File: config.mk
export PLATFORM = sky130hd
export DESIGN_NAME = ctuo_top
export DESIGN_NICKNAME = d
export VERILOG_FILES = /design/src/rtl/ctuo_pkg.sv /design/src/rtl/ctuo_prbs.sv /design/src/rtl/ctuo_fifo.sv /design/src/rtl/ctuo_top.sv
export SDC_FILE = /design/constraint.sdc
export NUM_CORES = 1
export LEC_CHECK = 0
export BUFFER_PORTS_ARGS = -buffer_cell sky130_fd_sc_hd__buf_2
export CAP_MARGIN = 5
export CORE_AREA = 2 2 212 214
export DETAILED_ROUTE_END_ITERATION = 8
export DIE_AREA = 0 0 214 216
export GPL_TIMING_DRIVEN = 0
export PLACE_DENSITY = 0.75
export SYNTH_ARGS = -nofsm -noshare
export SYNTH_HDL_FRONTEND = slang
export SYNTH_HIERARCHICAL = 1
export SYNTH_SLANG_ARGS = --single-unit
File: constraint.sdc
create_clock -name mclk_i -period 4.7 [get_ports mclk_i]
set_input_delay 0.235 -clock mclk_i [delete_from_list [all_inputs] [get_ports mclk_i]]
set_output_delay 0.235 -clock mclk_i [all_outputs]
set_load 0.05 [all_outputs]
File: src/rtl/ctuo_pkg.sv
// package of register addresses, field layouts and codes for the test/observe unit
package ctuo_pkg;
    // ******************************************
    // register addresses (sfr and extended space)
    // ******************************************
    localparam logic [15:0] ADDR_COMMAND = 16'h00d1;
    localparam logic [15:0] ADDR_FIFO_DATA = 16'h00ea;
    localparam logic [15:0] ADDR_FIFO_LEVEL = 16'h00eb;
    localparam logic [15:0] ADDR_OBSERVE = 16'h6104;
    localparam logic [15:0] ADDR_TEST_CFG2 = 16'h6322;
    localparam logic [15:0] ADDR_SELFTEST = 16'h6326;
    localparam logic [15:0] ADDR_ANALOG_TEST = 16'h6328;

    // ******************************************
    // command codes
    // ******************************************
    localparam logic [3:0] CMD_IDLE = 4'h0;
    localparam logic [3:0] CMD_TRANSMIT = 4'h4;
    localparam logic [3:0] CMD_CHECKSUM = 4'h3;
    localparam logic [3:0] CMD_SOFT_REINIT = 4'hf;

    // ******************************************
    // fields and values
    // ******************************************
    localparam logic [7:0] SELFTEST_ARM = 8'h09;
    localparam logic [4:0] BUS_GROUP_RX = 5'h07;
    localparam logic [4:0] BUS_GROUP_CLK = 5'h0d;
    localparam int PRBS_EN_BIT = 7;
    localparam int PRBS_15_BIT = 6;
    localparam int OBSERVE_BIT = 0;
    localparam logic [7:0] RESET_BYTE = 8'h00;
    localparam int FIFO_DEPTH = 64;
    localparam int SIG_LEN = 64;
endpackage

File: src/rtl/ctuo_prbs.sv
// pseudo-random bit stream generator, 9-bit or 15-bit polynomial
`timescale 1ns/1ps
module ctuo_prbs (
    // clock and reset
    input wire logic clk_i,
    input wire logic rst_n_i,
    // control
    input wire logic run_i,
    input wire logic long_i,
    input wire logic step_i,
    // stream
    output logic bit_o
);
    logic [14:0] lfsr_q;
    logic [14:0] lfsr_d;
    logic fb;

    // x^9+x^5+1 or x^15+x^14+1 feedback per the itu patterns
    assign fb = long_i ? (lfsr_q[14] ^ lfsr_q[13]) : (lfsr_q[8] ^ lfsr_q[4]);
    assign lfsr_d = {lfsr_q[13:0], fb};
    assign bit_o = long_i ? lfsr_q[14] : lfsr_q[8];

    // all-ones seed keeps the register out of the lock-up state
    always_ff @(posedge clk_i or negedge rst_n_i) begin
        if (!rst_n_i) begin
            lfsr_q <= 15'h7fff;
        end else if (!run_i) begin
            lfsr_q <= 15'h7fff;
        end else if (step_i) begin
            lfsr_q <= lfsr_d;
        end
    end
endmodule

File: src/rtl/ctuo_fifo.sv
// byte fifo with single data port and fill level
`timescale 1ns/1ps
module ctuo_fifo #(
    parameter int DEPTH = 64
) (
    // clock and reset
    input wire logic clk_i,
    input wire logic rst_n_i,
    // control
    input wire logic clear_i,
    input wire logic push_i,
    input wire logic [7:0] push_data_i,
    input wire logic pop_i,
    // status
    output logic [7:0] head_o,
    output logic [7:0] level_o
);
    localparam int AW = $clog2(DEPTH);
    logic [7:0] mem_q [DEPTH];
    logic [AW-1:0] wr_q;
    logic [AW-1:0] rd_q;
    logic [AW:0] cnt_q;
    logic do_push;
    logic do_pop;

    // writes to a full fifo and reads from an empty one are dropped
    assign do_push = push_i && (cnt_q != (AW+1)'(DEPTH));
    assign do_pop = pop_i && (cnt_q != '0);
    assign head_o = mem_q[rd_q];
    assign level_o = 8'(cnt_q);

    // pointers and count
    always_ff @(posedge clk_i or negedge rst_n_i) begin
        if (!rst_n_i) begin
            wr_q <= '0;
            rd_q <= '0;
            cnt_q <= '0;
        end else if (clear_i) begin
            wr_q <= '0;
            rd_q <= '0;
            cnt_q <= '0;
        end else begin
            wr_q <= wr_q + AW'(do_push);
            rd_q <= rd_q + AW'(do_pop);
            cnt_q <= cnt_q + (AW+1)'(do_push) - (AW+1)'(do_pop);
        end
    end

    // storage
    always_ff @(posedge clk_i) begin
        if (do_push) begin
            mem_q[wr_q] <= push_data_i;
        end
    end
endmodule

File: src/rtl/ctuo_top.sv
// test, observe and self-test logic of the contactless interface unit
// ******************************************
// ******************************************
`timescale 1ns/1ps
module ctuo_top #(
    parameter int FIFO_DEPTH = ctuo_pkg::FIFO_DEPTH
) (
    // clock and reset
    input wire logic mclk_i,
    input wire logic arst_n_i,
    // firmware register access
    input wire logic reg_sfr_i,
    input wire logic [15:0] reg_addr_i,
    input wire logic reg_wr_i,
    input wire logic reg_rd_i,
    input wire logic [7:0] reg_wdata_i,
    output logic [7:0] reg_rdata_o,
    // internal receiver and coder signals
    input wire logic rx_data_i,
    input wire logic rx_coll_i,
    input wire logic rx_valid_i,
    input wire logic rx_stop_i,
    input wire logic receiver_held_reset_i,
    input wire logic rf_level_i,
    input wire logic coder_env_i,
    input wire logic rate_106_i,
    input wire logic type_a_i,
    // clock observation inputs
    input wire logic osc_stable_i,
    input wire logic osc_clk_i,
    input wire logic rf2_clk_i,
    input wire logic rf_clk_i,
    input wire logic bit_tick_i,
    // pads
    output logic [5:0] port_pad_o,
    output logic [5:0] port_pad_oe_n_o,
    output logic reset_out_pad_o,
    output logic reset_out_pad_oe_n_o,
    output logic interrupt_pad_o,
    output logic interrupt_pad_oe_n_o,
    output logic aux_pin_one_o,
    output logic aux_pin_two_o,
    // transmit stream
    output logic tx_prbs_active_o,
    output logic tx_prbs_bit_o,
    output logic [3:0] command_o
);
    // ******************************************
    // reset and input synchronisers
    // ******************************************
    logic [1:0] rst_sync_q;
    logic rst_n;
    logic [11:0] sync1_q;
    logic [11:0] sync2_q;
    logic [11:0] async_in;

    always_ff @(posedge mclk_i or negedge arst_n_i) begin
        if (!arst_n_i) begin
            rst_sync_q <= 2'b00;
        end else begin
            rst_sync_q <= {rst_sync_q[0], 1'b1};
        end
    end
    assign rst_n = rst_sync_q[1];

    assign async_in = {rx_data_i, rx_coll_i, rx_valid_i, rx_stop_i, receiver_held_reset_i,
                       rf_level_i, coder_env_i, osc_stable_i, osc_clk_i, rf2_clk_i,
                       rf_clk_i, bit_tick_i};

    // two-stage sync of pad-side signals
    always_ff @(posedge mclk_i or negedge rst_n) begin
        if (!rst_n) begin
            sync1_q <= '0;
            sync2_q <= '0;
        end else begin
            sync1_q <= async_in;
            sync2_q <= sync1_q;
        end
    end

    wire s_rx_data = sync2_q[11];
    wire s_rx_coll = sync2_q[10];
    wire s_rx_valid = sync2_q[9];
    wire s_rx_stop = sync2_q[8];
    wire s_rcv_rst = sync2_q[7];
    wire s_rf_lvl = sync2_q[6];
    wire s_env = sync2_q[5];
    wire s_osc_ok = sync2_q[4];
    wire s_osc = sync2_q[3];
    wire s_rf2 = sync2_q[2];
    wire s_rf = sync2_q[1];
    wire s_tick = sync2_q[0];

    // ******************************************
    // register decode
    // ******************************************
    typedef enum logic [1:0] {CTUO_IDLE, CTUO_SELFTEST, CTUO_PRBS} ctuo_state_e;

    logic [3:0] command_q;
    logic [7:0] selftest_q;
    logic [7:0] test_cfg2_q;
    logic [7:0] analog_test_q;
    logic observe_q;
    ctuo_state_e state_q;
    logic [6:0] sig_idx_q;
    logic soft_reinit;
    logic [7:0] fifo_head;
    logic [7:0] fifo_level;

    // sfr space reaches the low page, extended space the full address
    wire [15:0] eff_addr = reg_sfr_i ? {8'h00, reg_addr_i[7:0]} : reg_addr_i;
    wire hit_cmd = eff_addr == ctuo_pkg::ADDR_COMMAND;
    wire hit_fdata = eff_addr == ctuo_pkg::ADDR_FIFO_DATA;
    wire hit_flevel = eff_addr == ctuo_pkg::ADDR_FIFO_LEVEL;
    wire hit_obs = eff_addr == ctuo_pkg::ADDR_OBSERVE;
    wire hit_cfg2 = eff_addr == ctuo_pkg::ADDR_TEST_CFG2;
    wire hit_self = eff_addr == ctuo_pkg::ADDR_SELFTEST;
    wire hit_ana = eff_addr == ctuo_pkg::ADDR_ANALOG_TEST;
    wire wr_cmd = reg_wr_i && hit_cmd;
    wire st_armed = selftest_q == ctuo_pkg::SELFTEST_ARM;
    wire st_start = wr_cmd && reg_wdata_i[3:0] == ctuo_pkg::CMD_CHECKSUM && st_armed;
    wire prbs_en = test_cfg2_q[ctuo_pkg::PRBS_EN_BIT];
    wire [4:0] bus_group_select = test_cfg2_q[4:0];
    wire fifo_push_fw = reg_wr_i && hit_fdata && state_q == CTUO_IDLE;
    wire fifo_pop_fw = reg_rd_i && hit_fdata;
    wire sig_push = state_q == CTUO_SELFTEST;

    assign soft_reinit = wr_cmd && reg_wdata_i[3:0] == ctuo_pkg::CMD_SOFT_REINIT;

    // ******************************************
    // signature table
    // ******************************************
    function automatic logic [7:0] sig_byte(input logic [5:0] i);
        logic [7:0] t [64];
        t = '{8'h00, 8'haa, 8'he3, 8'h29, 8'h0c, 8'h10, 8'h29, 8'h6b,
              8'h76, 8'h8d, 8'haf, 8'h4b, 8'ha2, 8'hda, 8'h76, 8'h99,
              8'hc7, 8'h5e, 8'h24, 8'h69, 8'hd2, 8'hba, 8'hfa, 8'hbc,
              8'h3e, 8'hda, 8'h96, 8'hb5, 8'hf5, 8'h94, 8'hb0, 8'h3a,
              8'h4e, 8'hc3, 8'h9d, 8'h94, 8'h76, 8'h4c, 8'hea, 8'h5e,
              8'h38, 8'h10, 8'h8f, 8'h2d, 8'h21, 8'h4b, 8'h52, 8'hbf,
              8'hfb, 8'hf4, 8'h19, 8'h94, 8'h82, 8'h5a, 8'h72, 8'h9d,
              8'hba, 8'h0d, 8'h1f, 8'h17, 8'h56, 8'h22, 8'hb9, 8'h08};
        return t[i];
    endfunction

    // ******************************************
    // fifo
    // ******************************************
    // self-test clears the fifo and refills it with the signature
    ctuo_fifo #(
        .DEPTH(FIFO_DEPTH)
    ) u_fifo (
        .clk_i(mclk_i),
        .rst_n_i(rst_n),
        .clear_i(soft_reinit || st_start),
        .push_i(fifo_push_fw || sig_push),
        .push_data_i(sig_push ? sig_byte(sig_idx_q[5:0]) : reg_wdata_i),
        .pop_i(fifo_pop_fw),
        .head_o(fifo_head),
        .level_o(fifo_level)
    );

    // ******************************************
    // command state machine
    // ******************************************
    // self-test streams one signature byte per cycle, then drops to idle
    always_ff @(posedge mclk_i or negedge rst_n) begin
        if (!rst_n) begin
            state_q <= CTUO_IDLE;
            command_q <= ctuo_pkg::CMD_IDLE;
            sig_idx_q <= '0;
        end else if (soft_reinit) begin
            state_q <= CTUO_IDLE;
            command_q <= ctuo_pkg::CMD_IDLE;
            sig_idx_q <= '0;
        end else if (wr_cmd) begin
            command_q <= reg_wdata_i[3:0];
            sig_idx_q <= '0;
            case (reg_wdata_i[3:0])
                ctuo_pkg::CMD_CHECKSUM: begin
                    state_q <= st_armed ? CTUO_SELFTEST : CTUO_IDLE;
                end
                ctuo_pkg::CMD_TRANSMIT: begin
                    state_q <= prbs_en ? CTUO_PRBS : CTUO_IDLE;
                end
                default: begin
                    state_q <= CTUO_IDLE;
                end
            endcase
        end else begin
            case (state_q)
                CTUO_SELFTEST: begin
                    sig_idx_q <= sig_idx_q + 7'h01;
                    if (sig_idx_q == 7'(ctuo_pkg::SIG_LEN - 1)) begin
                        state_q <= CTUO_IDLE;
                        command_q <= ctuo_pkg::CMD_IDLE;
                    end
                end
                CTUO_PRBS: begin
                    if (!prbs_en) begin
                        state_q <= CTUO_IDLE;
                        command_q <= ctuo_pkg::CMD_IDLE;
                    end
                end
                default: begin
                    state_q <= CTUO_IDLE;
                end
            endcase
        end
    end

    // ******************************************
    // test configuration registers
    // ******************************************
    // soft reinit brings every register back to its reset value
    always_ff @(posedge mclk_i or negedge rst_n) begin
        if (!rst_n) begin
            selftest_q <= ctuo_pkg::RESET_BYTE;
            test_cfg2_q <= ctuo_pkg::RESET_BYTE;
            analog_test_q <= ctuo_pkg::RESET_BYTE;
            observe_q <= 1'b0;
        end else if (soft_reinit) begin
            selftest_q <= ctuo_pkg::RESET_BYTE;
            test_cfg2_q <= ctuo_pkg::RESET_BYTE;
            analog_test_q <= ctuo_pkg::RESET_BYTE;
            observe_q <= 1'b0;
        end else if (reg_wr_i) begin
            if (hit_self) begin
                selftest_q <= reg_wdata_i;
            end
            if (hit_cfg2) begin
                test_cfg2_q <= reg_wdata_i;
            end
            if (hit_ana) begin
                analog_test_q <= reg_wdata_i;
            end
            if (hit_obs) begin
                observe_q <= reg_wdata_i[ctuo_pkg::OBSERVE_BIT];
            end
        end
    end

    // ******************************************
    // read mux
    // ******************************************
    // unmapped addresses read zero
    wire [7:0] rd_mux = hit_cmd ? {4'h0, command_q} :
                        hit_fdata ? fifo_head :
                        hit_flevel ? fifo_level :
                        hit_obs ? {7'h00, observe_q} :
                        hit_cfg2 ? test_cfg2_q :
                        hit_self ? selftest_q :
                        hit_ana ? analog_test_q : 8'h00;

    always_ff @(posedge mclk_i or negedge rst_n) begin
        if (!rst_n) begin
            reg_rdata_o <= 8'h00;
        end else if (reg_rd_i) begin
            reg_rdata_o <= rd_mux;
        end
    end

    // ******************************************
    // test bus
    // ******************************************
    logic [2:0] osc_div_q;
    logic [2:0] rf2_div_q;
    logic [1:0] rf_div_q;
    logic osc_d_q;
    logic rf2_d_q;
    logic rf_d_q;

    // dividers count rising edges of the sampled clocks; slow enough for 250 MHz
    always_ff @(posedge mclk_i or negedge rst_n) begin
        if (!rst_n) begin
            osc_div_q <= '0;
            rf2_div_q <= '0;
            rf_div_q <= '0;
            osc_d_q <= 1'b0;
            rf2_d_q <= 1'b0;
            rf_d_q <= 1'b0;
        end else begin
            osc_d_q <= s_osc;
            rf2_d_q <= s_rf2;
            rf_d_q <= s_rf;
            osc_div_q <= osc_div_q + 3'(s_osc && !osc_d_q);
            rf2_div_q <= rf2_div_q + 3'(s_rf2 && !rf2_d_q);
            rf_div_q <= rf_div_q + 2'(s_rf && !rf_d_q);
        end
    end

    // collision and stop lines forced low outside their valid modes
    wire [6:0] grp_rx = {s_rx_data, s_rx_coll && rate_106_i, s_rx_valid,
                         s_rx_stop && type_a_i, s_rcv_rst, s_rf_lvl, s_env};
    wire [6:0] grp_clk = {s_osc_ok, osc_div_q[2], rf2_div_q[2], rf_div_q[1],
                          s_osc, s_rf2, s_rf};
    wire [6:0] test_bus = (bus_group_select == ctuo_pkg::BUS_GROUP_RX) ? grp_rx :
                          (bus_group_select == ctuo_pkg::BUS_GROUP_CLK) ? grp_clk :
                          7'h00;

    // ******************************************
    // pad and aux outputs
    // ******************************************
    logic [6:0] bus_q;
    logic irq_q;
    logic aux_one_q;
    logic aux_two_q;

    // aux select picks one of the 14 group lines; index 0 and above 14 give low
    function automatic logic aux_pick(input logic [3:0] sel, input logic [13:0] sigs);
        return (sel == 4'h0 || sel > 4'he) ? 1'b0 : sigs[sel - 4'h1];
    endfunction

    always_ff @(posedge mclk_i or negedge rst_n) begin
        if (!rst_n) begin
            bus_q <= '0;
            irq_q <= 1'b0;
            aux_one_q <= 1'b0;
            aux_two_q <= 1'b0;
        end else begin
            bus_q <= test_bus;
            irq_q <= s_rf;
            aux_one_q <= aux_pick(analog_test_q[7:4], {grp_clk, grp_rx});
            aux_two_q <= aux_pick(analog_test_q[3:0], {grp_clk, grp_rx});
        end
    end

    assign port_pad_o = bus_q[5:0];
    assign reset_out_pad_o = bus_q[6];
    assign interrupt_pad_o = irq_q;
    assign port_pad_oe_n_o = {6{!observe_q}};
    assign reset_out_pad_oe_n_o = !observe_q;
    assign interrupt_pad_oe_n_o = !observe_q;
    assign aux_pin_one_o = aux_one_q;
    assign aux_pin_two_o = aux_two_q;

    // ******************************************
    // prbs transmit
    // ******************************************
    wire prbs_run = state_q == CTUO_PRBS;

    ctuo_prbs u_prbs (
        .clk_i(mclk_i),
        .rst_n_i(rst_n),
        .run_i(prbs_run),
        .long_i(test_cfg2_q[ctuo_pkg::PRBS_15_BIT]),
        .step_i(s_tick),
        .bit_o(tx_prbs_bit_o)
    );

    assign tx_prbs_active_o = prbs_run;
    assign command_o = command_q;
endmodule

==> results of run 1 <==
layer usage:
layer | vias up | part of all wire, % | global-route usage, %
li1 | 6564 | - | -
met1 | 7892 | 38 | 39.9
met2 | 890 | 48 | 47.3
met3 | 187 | 9.6 | 5.96
met4 | 0 | 4.2 | 11.3
met5 | - | 0 | 0
cells by family (layout without fill, tap and decap cells):
kind of cell,Yosys count,count (layout),synth area share [%]
fa+ha+maj,36,36,1.69
simple gates,330,330,6.14
buf+inv,131,342,2.36
mux,202,202,14.9
xor+xnor,23,23,0.745
other cells,2,2,0.0278
compound gates,209,209,5.56
flops,638,638,68.6
critical path: stages:
cell and delay [ps]:
sky130_fd_sc_hd__buf_2 110, sky130_fd_sc_hd__nor4_4 380, sky130_fd_sc_hd__a21oi_1 290, sky130_fd_sc_hd__clkbuf_1 300, sky130_fd_sc_hd__nor2_1 300, sky130_fd_sc_hd__a31oi_1 140
sky130_fd_sc_hd__nor2_1 160, sky130_fd_sc_hd__a21boi_1 560, sky130_fd_sc_hd__inv_1 190, sky130_fd_sc_hd__ha_1 310, sky130_fd_sc_hd__inv_1 50, sky130_fd_sc_hd__ha_1 170
sky130_fd_sc_hd__inv_1 70, sky130_fd_sc_hd__fa_1 400, sky130_fd_sc_hd__nand2b_1 160, sky130_fd_sc_hd__a21oi_1 210, sky130_fd_sc_hd__o21ai_0 150, sky130_fd_sc_hd__a21oi_1 230
sky130_fd_sc_hd__or3_1 140, sky130_fd_sc_hd__a21oi_1 60
worst max path at each step:
stage / end / depth (start not counted)
finish: u_fifo/cnt_q[6] / 20
global route: u_fifo/cnt_q[6] / 20
CTS: u_fifo/mem_q[17][5] / 10
detailed placement: u_fifo/mem_q[62][4] / 12
global placement: u_fifo/mem_q[26][3] / 7
floorplan: u_fifo/mem_q[0][3] / 7
final cells by class:
cell class                 count  area share, %
clock buffer                  81           5.74
sequential                   638           60.2
timing repair buffer          94           2.33
multi-input combinational    802           25.6
clock inverter                36           1.68
tap                          592           2.40
buffer                        97           1.66
inverter                      34          0.414
registers in the layout, indices dropped and copies added, names as in the netlist, 3 cells and up:
signal,count
test_cfg2_q,8
rf2_div_q,3
analog_test_q,8
bus_q,7
command_o,4
selftest_q,8
u_fifo/mem_q,512
u_fifo/cnt_q,7
reg_rdata_o,8
sync1_q,12
osc_div_q,3
u_prbs/lfsr_q,15
sync2_q,12
sig_idx_q,7
u_fifo/rd_q,6
u_fifo/wr_q,6
where the power goes:
| group | internal, mW | total, mW | leakage (nW) | switching [mW] |
|---|---|---|---|---|
| logic | 0.304 | 0.711 | 3.22 | 0.408 |
| registers | 6.19 | 6.27 | 6.17 | 0.0826 |
| clock network | 3.36 | 5.47 | 1.12 | 2.12 |
per-stage QoR:
| step | setup TNS (ps) | area (um2) | util, % | total power [mW] | hold WS [ps] |
|---|---|---|---|---|---|
| 2_1_floorplan | 0 | 27000 | - | 6.84 | -60.6 |
| 3_3_place_gp | -334310 | 28100 | 64.1 | 7.04 | 19.6 |
| 3_5_place_dp | 0 | 28400 | 64.7 | 7.08 | 20.9 |
| 4_1_cts | 0 | 30800 | 70.3 | 12.5 | 27.1 |
| 5_1_grt | 0 | 30800 | 70.3 | 12.8 | 68.7 |
| 6_report | 0 | 30800 | 70.3 | 12.5 | 50.2 |
cell usage in the layout, fill, tap and decap left out, types with 20 or more instances in the layout:
master / n
sky130_fd_sc_hd__mux2i_1: 36
sky130_fd_sc_hd__nor2b_1: 30
sky130_fd_sc_hd__clkbuf_1: 52
sky130_fd_sc_hd__clkbuf_16: 68
sky130_fd_sc_hd__inv_1: 33
sky130_fd_sc_hd__buf_2: 86
sky130_fd_sc_hd__a21oi_1: 33
sky130_fd_sc_hd__ha_1: 35
sky130_fd_sc_hd__edfxtp_1: 512
sky130_fd_sc_hd__dfrtp_1: 110
sky130_fd_sc_hd__mux4_2: 159
sky130_fd_sc_hd__a22oi_1: 20
sky130_fd_sc_hd__o21ai_0: 24
sky130_fd_sc_hd__nand2_1: 69
sky130_fd_sc_hd__nor2_1: 113
sky130_fd_sc_hd__nand3_1: 25
what timing repair did:
| action | 4_1_cts | 5_1_grt |
|---|---|---|
| hold buffers | 18 | 0 |
| setup endpoints to repair | 0 | 0 |
| hold endpoints to repair | 21 | 0 |
synth_stat cells (16+ instances only):
cell type	n	area, um2
sky130_fd_sc_hd__clkbuf_1	41	154
sky130_fd_sc_hd__nor2_1	113	424
sky130_fd_sc_hd__o21ai_0	26	130
sky130_fd_sc_hd__a22oi_1	20	150
sky130_fd_sc_hd__a22o_1	21	184
sky130_fd_sc_hd__nand3_1	26	130
sky130_fd_sc_hd__a22o_2	17	170
sky130_fd_sc_hd__mux4_2	159	3580
sky130_fd_sc_hd__inv_1	33	124
sky130_fd_sc_hd__a21oi_1	33	165
sky130_fd_sc_hd__buf_4	17	128
sky130_fd_sc_hd__mux2i_1	36	360
sky130_fd_sc_hd__edfxtp_1	512	15400
sky130_fd_sc_hd__a31oi_1	16	100
sky130_fd_sc_hd__dfrtp_1	111	2780
sky130_fd_sc_hd__nand2_1	69	259
sky130_fd_sc_hd__buf_2	19	95.1
sky130_fd_sc_hd__nor2b_1	30	188
sky130_fd_sc_hd__ha_1	35	438
==> run summary, run 1 <==
The count of final max-slew check failures came out at 0. The weighted congestion at the end of routability-driven global placement came out at 0.957. In this run the worst setup path begins at reg_addr_i[12]. The number of global-route vias before repair came out at 15600.

The flip-flop and latch area is 18600 um2. The count of flip-flops with a built-in enable after synthesis is 512. The pin count of the biggest net entering global routing is 66. The static leakage came out at 10.5 nW.

The maximum number of buffers from clock root to sink came out at 3. The number of detailed-route iterations in the first pass is 6. The number of clock buffers added by TritonCTS is 66. The non-filler instance count after layout came out at 2374. The overall fraction of global-route tracks in use came out at 29.3%. The time the worst path needs with I/O delays and setup came out at 4210 ps. The end of the worst hold path is observe_q. Sequential elements use 68.6% of the synthesized area. The final routed DRC violation total came out at 0. The post-route fraction of the period consumed by the critical path is 89.6%. The worst setup path is launched from an input pin. The depth of the CTS H-tree came out at 3. Summed over all layers, the global routing overflow is 0. The number of register bits inferred by synthesis came out at 638. The first-pass GRT wire length is 99.1 mm.

For this design the ratio of total power to cell area is 404 nW/um2. The transition time at the pin with the least slew margin is 1110 ps. The synthesized netlist net count is 1650. The final layout contains routed wiring with a total length of 66.1 mm. The floorplan step defined a die boundary enclosing 46200 um2. Of the cells placed in the final design, the portion with a size suffix greater than 1 is 24.6%.

The net count of the finished layout is 1812. In the synthesized netlist the dominant register cell turns out to be sky130_fd_sc_hd__edfxtp_1. After legalization and detailed placement, the total HPWL measured 43.6 mm.

The number of warning messages in the yosys log is 6. The count of filler cells inserted in the layout is 2769. TritonCTS built the clock tree. In this run the worst hold path is classified as input pin to flip-flop. The total area inside the core boundary comes to 43800 um2. The tree built by TritonCTS fans out to 638 sinks.

The worst setup path is captured at a flip-flop. The floorplan step set the die height to 216 um. Setup repair after global routing left no endpoint under its margin.

The pre-CTS worst setup slack is 90.1 ps. The diode insertion count for antenna repair came out at 0. The worst-case setup margin in the final layout came out at 491 ps. From left edge to right edge, the die measures 214 um. Across the run, the number of max-cap violations was 0.

The maximum net fanout on the critical path came out at 10. The number of cell instances on the worst register-to-register path is 10. The detailed router finished its first iteration with 2092 violations.

Along the worst hold path, the cell count comes to 3. After detailed routing, the average wire length per cell comes to 27.9 um. The post-synthesis instance area is 27000 um2. The via density per instance is 6.54. The area growth from synthesis to layout came out at 14.1%. The highest achievable clock rate came out at 238 MHz. The number of endpoints failing setup at the final stage came out at 0. The I/O pin count is 75. The detail route stage leaves a number of antenna-violating nets equal to 0. The number of failing hold endpoints at the final stage was 0.

The required time at the worst-slack endpoint is 5130 ps. The area taken by multi-input logic gates came out at 7900 um2. Input and output buffers added on the ports amount to 67. Once placement completed, the tool counted placed cells totaling 2239. Clock tree synthesis selected as its root buffer the cell sky130_fd_sc_hd__clkbuf_16. After clock tree synthesis, the clock-pin slew on the worst setup and hold paths is 60 ps.

The synthesized netlist cell count is 1571. The count of vias placed by the detailed router is 15500. In this run the critical register-to-register path is launched from u_fifo/rd_q[2]. The synthesized area per cell is 17.2 um2.

The number of rows in the core area came out at 77. The clock latency on the worst-skew pair came out at 590 ps. The clock skew came out at 24.8 ps. The post-CTS setup buffer count came out at 0. The run finished with clean final reports. The largest voltage drop on the vdd net came out at 419 uV. The number of distinct standard cells referenced by the synthesized netlist is 78. The critical path start-end classification is input pin to flip-flop.

In this run the tightest slew margin relative to its limit is 26.1%. The endpoint identified for the worst register-to-register timing path is reg_rdata_o[3]. For this run, asynchronously set or reset flops after synthesis account for 19.7%.

Post-CTS repair changed the size of 0 cells. The setup slack on the worst flop-to-flop path is 580 ps. The starting density of the core is 61.7%. The initial antenna violation count came out at 0. The startpoint of the lowest-slack hold path is reg_wr_i. Data on the critical path arrives at its endpoint at 4640 ps.
Note: power is estimated with default switching activity, not from simulation.
==> run 2, diff against run 1 <==
--- a/config.mk
+++ b/config.mk
@@ -12,6 +12,7 @@
 export DIE_AREA = 0 0 214 216
 export GPL_TIMING_DRIVEN = 0
 export PLACE_DENSITY = 0.75
+export SLEW_MARGIN = 20
 export SYNTH_ARGS = -nofsm -noshare
 export SYNTH_HDL_FRONTEND = slang
 export SYNTH_HIERARCHICAL = 1
==> constraint.sdc (replaced) <==
create_clock -name mclk_i -period 4.7 [get_ports mclk_i]
set_input_delay 0.705 -clock mclk_i [delete_from_list [all_inputs] [get_ports mclk_i]]
set_output_delay 0.705 -clock mclk_i [all_outputs]
set_load 0.05 [all_outputs]
==> run summary, run 2 (same netlist as run 1, synthesis figures left out) <==
The total core area is 43800 um2 (unchanged). The relative contribution of combinational cells to total power is 5.9% (was 5.7%). The number of endpoints failing setup at the final stage came to 0 (unchanged). The non-filler instance count after layout came out at 2358 (was 2374). The number of DRC markers in iteration 0 came out at 1989 (was 2092). The reg-to-reg critical path startpoint is u_fifo/rd_q[2] (unchanged). The area growth from synthesis to layout came out at 13.6% (was 14.1%). The clock tree from TritonCTS is done (unchanged).

Worst path cell trace: buf_2 > nor4_4 > a21oi_1 > clkbuf_1 > nor2_1 > a31oi_1 > nor2_1 > a21boi_2 > inv_1 > nor2_1 > nand3_1 > nor2_1 (was buf_2 > nor4_4 > a21oi_1 > clkbuf_1 > nor2_1 > a31oi_1 > nor2_1 > a21boi_1 > inv_1 > ha_1 > inv_1 > ha_1 > inv_1 > fa_1 > nand2b_1 > a21oi_1 > o21ai_0 > a21oi_1 > or3_1 > a21oi_1). Top flop regs: u_fifo/mem_q x512, u_prbs/lfsr_q x15 (unchanged). The transition time at the pin with the least slew margin is 1100 ps (was 1110 ps).

The number of cell instances on the worst register-to-register path came out at 10 (unchanged). The worst endpoint data arrival time came to 4660 ps (was 4640 ps). The beginning of the critical path is reg_addr_i[12] (unchanged). The worst slew slack as a fraction of its limit was 26.4% (was 26.1%). The final routed DRC violation total is 0 (unchanged).

The total detailed-routing wirelength is 67.1 mm (was 66.1 mm). The commonest non-fill, non-tap cell in the layout was sky130_fd_sc_hd__edfxtp_1 (unchanged). The number of failing hold endpoints at the final stage is 0 (unchanged). The root buffer selected by CTS is sky130_fd_sc_hd__clkbuf_16 (unchanged). The total instance count after detailed placement was 2242 (was 2239). The TritonCTS buffer count came out at 61 (was 66). The count of final max-slew check failures is 0 (unchanged). The overall fraction of global-route tracks in use is 29.5% (was 29.3%).

The fraction of power consumed by sequential logic came out at 50.9% (was 50.4%). The required time at the worst-slack endpoint was 4920 ps (was 5130 ps). The termination of the worst setup path is u_fifo/mem_q[38][4] (was u_fifo/cnt_q[6]). The number of global-route vias before repair is 15800 (was 15600).

The time the worst path needs with I/O delays and setup came out at 4440 ps (was 4210 ps). The pre-CTS worst setup slack is -368 ps (was 90.1 ps). The switching power is 2.60 mW (was 2.61 mW). The half-perimeter wire length after placement is 43.4 mm (was 43.6 mm).

The via density per instance came out at 6.70 (was 6.54). Status: finished, final reports clean (unchanged). The weighted congestion at the end of routability-driven global placement came out at 0.957 (unchanged). The post-detailed-placement cell area came out at 28500 um2 (was 28400 um2). The number of port buffers is 67 (unchanged).

The depth of the CTS H-tree is 2 (was 3). The cell internal power dissipation came to 9.69 mW (was 9.85 mW). The maximum number of buffers from clock root to sink was 3 (unchanged). The switching share of power came to 21.2% (was 20.9%). The starting density of the core came out at 61.7% (unchanged). The detail-routed net length per standard cell came out at 28.4 um (was 27.9 um). The CTS sink count is 638 (unchanged). The worst-path cell with the longest stage delay is sky130_fd_sc_hd__nor2_1 (was sky130_fd_sc_hd__a21boi_1). The kind of path behind the tightest hold check is flip-flop to asynchronous set/reset pin (was input pin to flip-flop). The cell area power density came out at 400 nW/um2 (was 404 nW/um2).

Unrepaired setup endpoints after global routing: false (unchanged). The endpoint type of the worst setup path is a flip-flop (unchanged). The end of the worst register-to-register path is reg_rdata_o[3] (unchanged). The clock power share is 43.1% (was 43.9%).

The peak per-stage delay on the critical path is 960 ps (was 560 ps). The maximum net fanout on the critical path is 10 (unchanged). The number of detailed-route iterations in the first pass came out at 6 (unchanged).

The width of the die was 214 um (unchanged). The number of rows in the core area is 77 (unchanged). The number of buffers and inverters on the critical path was 3 (was 5). The total congestion overflow came out at 0 (unchanged). The count of filler cells inserted in the layout is 2790 (was 2769). The first-pass GRT wire length came out at 101 mm (was 99.1 mm).

The pin count of the biggest net entering global routing is 65 (was 66). The initial antenna violation count is 0 (unchanged). The register ranked first by flip-flop count is u_fifo/mem_q (unchanged). The diode insertion count for antenna repair is 0 (unchanged). The count of vias placed by the detailed router is 15800 (was 15500). The share of final-layout standard cells stronger than drive strength 1 came out at 24.8% (was 24.6%). The summed area of non-filler cells in the final layout came out at 30700 um2 (was 30800 um2). The largest voltage drop on the vdd net is 403 uV (was 419 uV). The clock latency on the worst-skew pair is 650 ps (was 590 ps). The count of maximum capacitance violations came to 0 (unchanged). The die span in y came out at 216 um (unchanged).

Leading cell types in the layout, fill and taps excluded: sky130_fd_sc_hd__edfxtp_1, sky130_fd_sc_hd__mux4_2, sky130_fd_sc_hd__nor2_1, sky130_fd_sc_hd__dfrtp_1, sky130_fd_sc_hd__buf_2 (unchanged). The number of nets with antenna violations after detailed routing came out at 0 (unchanged). The critical path start-end classification is input pin to flip-flop (unchanged).

The setup slack on the worst flop-to-flop path came out at 460 ps (was 580 ps). The net count of the finished layout is 1793 (was 1812). The worst-case setup margin in the final layout is 257 ps (was 491 ps). The highest achievable clock rate came out at 225 MHz (was 238 MHz). The flip-flop count of the largest register after layout came out at 512 (unchanged).

The critical path's most frequent cell was sky130_fd_sc_hd__nor2_1 (was sky130_fd_sc_hd__a21oi_1). The logic depth of the worst path, buffers included is 12 (was 20). The area of the die came out at 46200 um2 (unchanged). The I/O pin count is 75 (unchanged). The clock skew is 45.0 ps (was 24.8 ps). The post-layout total power was 12.3 mW (was 12.5 mW). The post-route fraction of the period consumed by the critical path is 94.5% (was 89.6%). The kind of cell adding the most delay to the critical path is simple AND/OR/NAND/NOR gates (was compound AO/OA/AOI/OAI gates). The aggregate negative setup slack is 0 ps (unchanged). The static leakage is 10.4 nW (was 10.5 nW). The post-CTS clock slew at the launch and capture registers of the worst setup and hold paths is 60 ps (about the same). The type of element launching the critical path is an input pin (unchanged).
[run 2: changes by cell type in the layout (fill, tap and decap cells not counted), sizes merged]
| cell | before | now |
|---|---|---|
| bufinv | 12 | 14 |
| inv | 36 | 34 |
| clkinv | 20 | 24 |
| dlygate4sd3 | 18 | 1 |
| clkbuf | 122 | 115 |
| clkinvlp | 2 | 4 |
| buf | 132 | 134 |
[run 2: per-stage QoR]
step / utilization (%) / hold slack, ps
3_3_place_gp: 64.1 / 336
6_report: 70.0 / 172
5_1_grt: 70.0 / 167
3_5_place_dp: 65.0 / 166
2_1_floorplan: - / 331
4_1_cts: 70.0 / 161
[run 2: how the worst min path moves through the flow]
stage	startpoint	endpoint	slack [ps]	cells after the start
finish	rst_sync_q[1]	sync2_q[0]	170	0
global route	rx_coll_i	sync1_q[10]	170	1
CTS	rx_stop_i	sync1_q[8]	160	1
detailed placement	rst_sync_q[1]	sync1_q[0]	170	0
global placement	sync1_q[5]	sync2_q[5]	340	0
floorplan	rst_sync_q[0]	rst_sync_q[1]	330	0
[run 2: layout make-up]
| cell class | instances | area, um2 | area share [%] |
|---|---|---|---|
| sequential | 638 | 18600 | 60.4 |
| timing repair buffer | 80 | 663 | 2.16 |
| multi-input combinational | 802 | 7920 | 25.8 |
| clock buffer | 73 | 1600 | 5.22 |
| inverter | 34 | 128 | 0.416 |
| buffer | 97 | 512 | 1.67 |
| tap | 592 | 741 | 2.41 |
| clock inverter | 42 | 594 | 1.94 |
[run 2: timing repair]
item                                    4_1_cts  5_1_grt
hold buffers                                  1        0
hold endpoints to repair                      2        0
gates resized for setup                       0        1
setup buffers                                 0        0
endpoints found under the setup margin        0       25
[run 2: power groups by stage]
stage	clock (mW)	combinational, mW	sequential [mW]
detailed placement	0	0.718	6.38
CTS	5.36	0.725	6.26
finish	5.30	0.731	6.26
floorplan	0	0.470	6.37
global route	5.57	0.801	6.27
global placement	0	0.635	6.40
[run 2: per-layer routing]
metal	global-route usage [%]	share of wire [%]
met1	40.4	38
met2	47.4	48
met4	12.6	4.4
met3	5.54	9.6
met5	0	0
==> run 3, diff against run 2 <==
--- a/config.mk
+++ b/config.mk
@@ -7,9 +7,11 @@
 export LEC_CHECK = 0
 export BUFFER_PORTS_ARGS = -buffer_cell sky130_fd_sc_hd__buf_2
 export CAP_MARGIN = 5
-export CORE_AREA = 2 2 212 214
+export CELL_PAD_IN_SITES_DETAIL_PLACEMENT = 0
+export CELL_PAD_IN_SITES_GLOBAL_PLACEMENT = 1
+export CORE_AREA = 2 2 227 229
 export DETAILED_ROUTE_END_ITERATION = 8
-export DIE_AREA = 0 0 214 216
+export DIE_AREA = 0 0 229 231
 export GPL_TIMING_DRIVEN = 0
 export PLACE_DENSITY = 0.75
 export SLEW_MARGIN = 20
==> run summary, run 3 (same netlist as run 1, synthesis figures left out) <==
The initial antenna violation count was 0 (unchanged). The number of port buffers came out at 67 (unchanged). The worst slew slack as a fraction of its limit is 26.0% (was 26.4%).

The number of DRC markers in iteration 0 came out at 1535 (was 1989). The type of element launching the critical path is an input pin (unchanged). The CTS sink count is 638 (unchanged).

The weighted congestion at the end of routability-driven global placement is 0.906 (was 0.957). The count of filler cells inserted in the layout is 3852 (was 2790). The half-perimeter wire length after placement came to 44.5 mm (was 43.4 mm). The static leakage is 10.4 nW (about the same). The post-CTS clock slew at the launch and capture registers of the worst setup and hold paths was 60 ps (about the same). The first-pass GRT wire length came out at 98.8 mm (was 101 mm).

The pin count of the biggest net entering global routing came to 65 (unchanged). The flip-flop and latch area is 18600 um2 (unchanged). The kind of cell adding the most delay to the critical path was simple AND/OR/NAND/NOR gates (unchanged).

The count of maximum capacitance violations is 0 (unchanged). The root buffer selected by CTS is sky130_fd_sc_hd__clkbuf_16 (unchanged). The pre-CTS worst setup slack was -435 ps (was -368 ps). The via density per instance is 6.24 (was 6.70). The number of nets with antenna violations after detailed routing was 0 (unchanged). The fraction of power consumed by sequential logic came to 51.9% (was 50.9%). The critical path's most frequent cell was sky130_fd_sc_hd__nor2_1 (unchanged). The maximum number of buffers from clock root to sink is 3 (unchanged).

The overall fraction of global-route tracks in use came out at 25.5% (was 29.5%). Unrepaired setup endpoints after global routing: false (unchanged). The worst endpoint data arrival time is 4660 ps (about the same). The cell internal power dissipation was 9.48 mW (was 9.69 mW).

The clock power share is 42.3% (was 43.1%). The logic depth of the worst path, buffers included is 12 (unchanged). The net count of the finished layout is 1799 (was 1793). The I/O pin count came out at 75 (unchanged). The number of failing hold endpoints at the final stage came out at 0 (unchanged). The cell area power density was 393 nW/um2 (was 400 nW/um2).

The reg-to-reg critical path startpoint is u_fifo/rd_q[2] (unchanged). The relative contribution of combinational cells to total power was 5.8% (was 5.9%). The number of cell instances on the worst register-to-register path is 10 (unchanged). The required time at the worst-slack endpoint came out at 4920 ps (about the same). The detail-routed net length per standard cell is 26.9 um (was 28.4 um). The starting density of the core came out at 53.3% (was 61.7%). The post-route worst hold slack is 224 ps (was 172 ps). The count of final max-slew check failures came to 0 (unchanged). The startpoint identified for the worst hold timing path is rx_coll_i. The total core area is 50700 um2 (was 43800 um2). The number of buffers and inverters on the critical path was 3 (unchanged). The summed area of non-filler cells in the final layout is 30700 um2 (about the same). The worst-path cell with the longest stage delay is sky130_fd_sc_hd__nor2_2 (was sky130_fd_sc_hd__nor2_1). The clock tree from TritonCTS is done (unchanged). The commonest non-fill, non-tap cell in the layout was sky130_fd_sc_hd__edfxtp_1 (unchanged). The total detailed-routing wirelength is 65.9 mm (was 67.1 mm).

The switching share of power is 21.5% (was 21.2%). The share of final-layout standard cells stronger than drive strength 1 was 25.0% (was 24.8%). The number of global-route vias before repair came out at 15200 (was 15800). The width of the die came to 229 um (was 214 um). Worst path cell trace: buf_2 > nor4_4 > a21oi_1 > clkbuf_1 > nor2_1 > a31oi_1 > nor2_1 > a21boi_2 > inv_1 > nor2_1 > nand3_1 > nor2_2 (was buf_2 > nor4_4 > a21oi_1 > clkbuf_1 > nor2_1 > a31oi_1 > nor2_1 > a21boi_2 > inv_1 > nor2_1 > nand3_1 > nor2_1). Along the worst hold path, the cell count comes to 1. The critical path start-end classification is input pin to flip-flop (unchanged). The TritonCTS buffer count came out at 68 (was 61). Status: finished, final reports clean (unchanged). The post-route fraction of the period consumed by the critical path is 94.5% (about the same). The number of endpoints failing setup at the final stage came out at 0 (unchanged). The flip-flop count of the largest register after layout is 512 (unchanged).

The count of vias placed by the detailed router came out at 15300 (was 15800). The post-detailed-placement cell area is 28500 um2 (about the same). The worst-case setup margin in the final layout is 259 ps (was 257 ps).

The area of the die is 52900 um2 (was 46200 um2). The number of rows in the core area is 83 (was 77). The depth of the CTS H-tree is 3 (was 2). The register ranked first by flip-flop count is u_fifo/mem_q (unchanged).

The switching power came out at 2.59 mW (was 2.60 mW). The beginning of the critical path is reg_addr_i[12] (unchanged). The largest voltage drop on the vdd net came out at 318 uV (was 403 uV). The clock skew is 21.9 ps (was 45.0 ps).

The post-CTS setup buffer count is 0 (unchanged). The highest achievable clock rate is 225 MHz (about the same). The number of detailed-route iterations in the first pass was 5 (was 6). Top flop regs: u_fifo/mem_q x512, u_prbs/lfsr_q x15 (unchanged).

The area taken by multi-input logic gates is 7950 um2 (was 7920 um2). The final routed DRC violation total is 0 (unchanged). The total congestion overflow is 0 (unchanged).

The area growth from synthesis to layout came out at 13.5% (was 13.6%). The clock latency on the worst-skew pair is 590 ps (was 650 ps). The final core utilization is 60.6% (was 70.0%).

The die span in y was 231 um (was 216 um). The time the worst path needs with I/O delays and setup is 4440 ps (about the same). The kind of path behind the tightest hold check is input pin to flip-flop (was flip-flop to asynchronous set/reset pin). The endpoint type of the worst setup path is a flip-flop (unchanged). The peak per-stage delay on the critical path came to 770 ps (was 960 ps). Leading cell types in the layout, fill and taps excluded: sky130_fd_sc_hd__edfxtp_1, sky130_fd_sc_hd__mux4_2, sky130_fd_sc_hd__dfrtp_1, sky130_fd_sc_hd__nor2_1, sky130_fd_sc_hd__buf_2 (was sky130_fd_sc_hd__edfxtp_1, sky130_fd_sc_hd__mux4_2, sky130_fd_sc_hd__nor2_1, sky130_fd_sc_hd__dfrtp_1, sky130_fd_sc_hd__buf_2). The maximum net fanout on the critical path came out at 10 (unchanged). The transition time at the pin with the least slew margin came out at 1110 ps (was 1100 ps).
[run 3: area by class of cell]
type,instances,area share (%)
tap,680,2.77
sequential,638,60.5
multi-input combinational,802,25.9
clock buffer,91,5.92
antenna,1,0.00815
buffer,97,1.67
timing repair buffer,79,1.94
inverter,34,0.416
clock inverter,28,0.909
[run 3: routing by layer]
metal / GRT usage [%] / share of wire [%]
met1: 35.5 / 42
met2: 40.6 / 48
met3: 4.94 / 7.7
met4: 9.29 / 3.0
met5: 0 / 0
[run 3: worst paths after layout]
check	to	slack (ps)
setup reg to reg	reg_rdata_o[3]	600
max in group asynchronous	sync2_q[10]	3500
hold reg to reg	sig_idx_q[2]	300
hold / removal	sync1_q[10]	220
setup / recovery	u_fifo/mem_q[14][6]	260
min in group asynchronous	sig_idx_q[2]	300
[run 3: stage by stage]
step | cells | TNS, ps | total power [mW]
after floorplan | 1571 | 0 | 6.84
after global placement | 2318 | -452140 | 7.04
after detailed placement | 2329 | -107570 | 7.08
after CTS | 2449 | 0 | 12.2
after global routing | 2449 | 0 | 12.5
final | 2450 | 0 | 12.1
[run 3: power groups by stage]
stage | clock, mW | combinational, mW | sequential (mW)
5_1_grt | 5.43 | 0.777 | 6.27
4_1_cts | 5.20 | 0.705 | 6.26
6_report | 5.11 | 0.703 | 6.26
2_1_floorplan | 0 | 0.470 | 6.37
3_3_place_gp | 0 | 0.640 | 6.40
3_5_place_dp | 0 | 0.702 | 6.38
[run 3: what timing repair did]
action | 4_1_cts | 5_1_grt
setup endpoints to repair | 0 | 145
gates resized for setup | 0 | 11
hold buffers | 1 | 0
endpoints found under the hold margin | 2 | 0
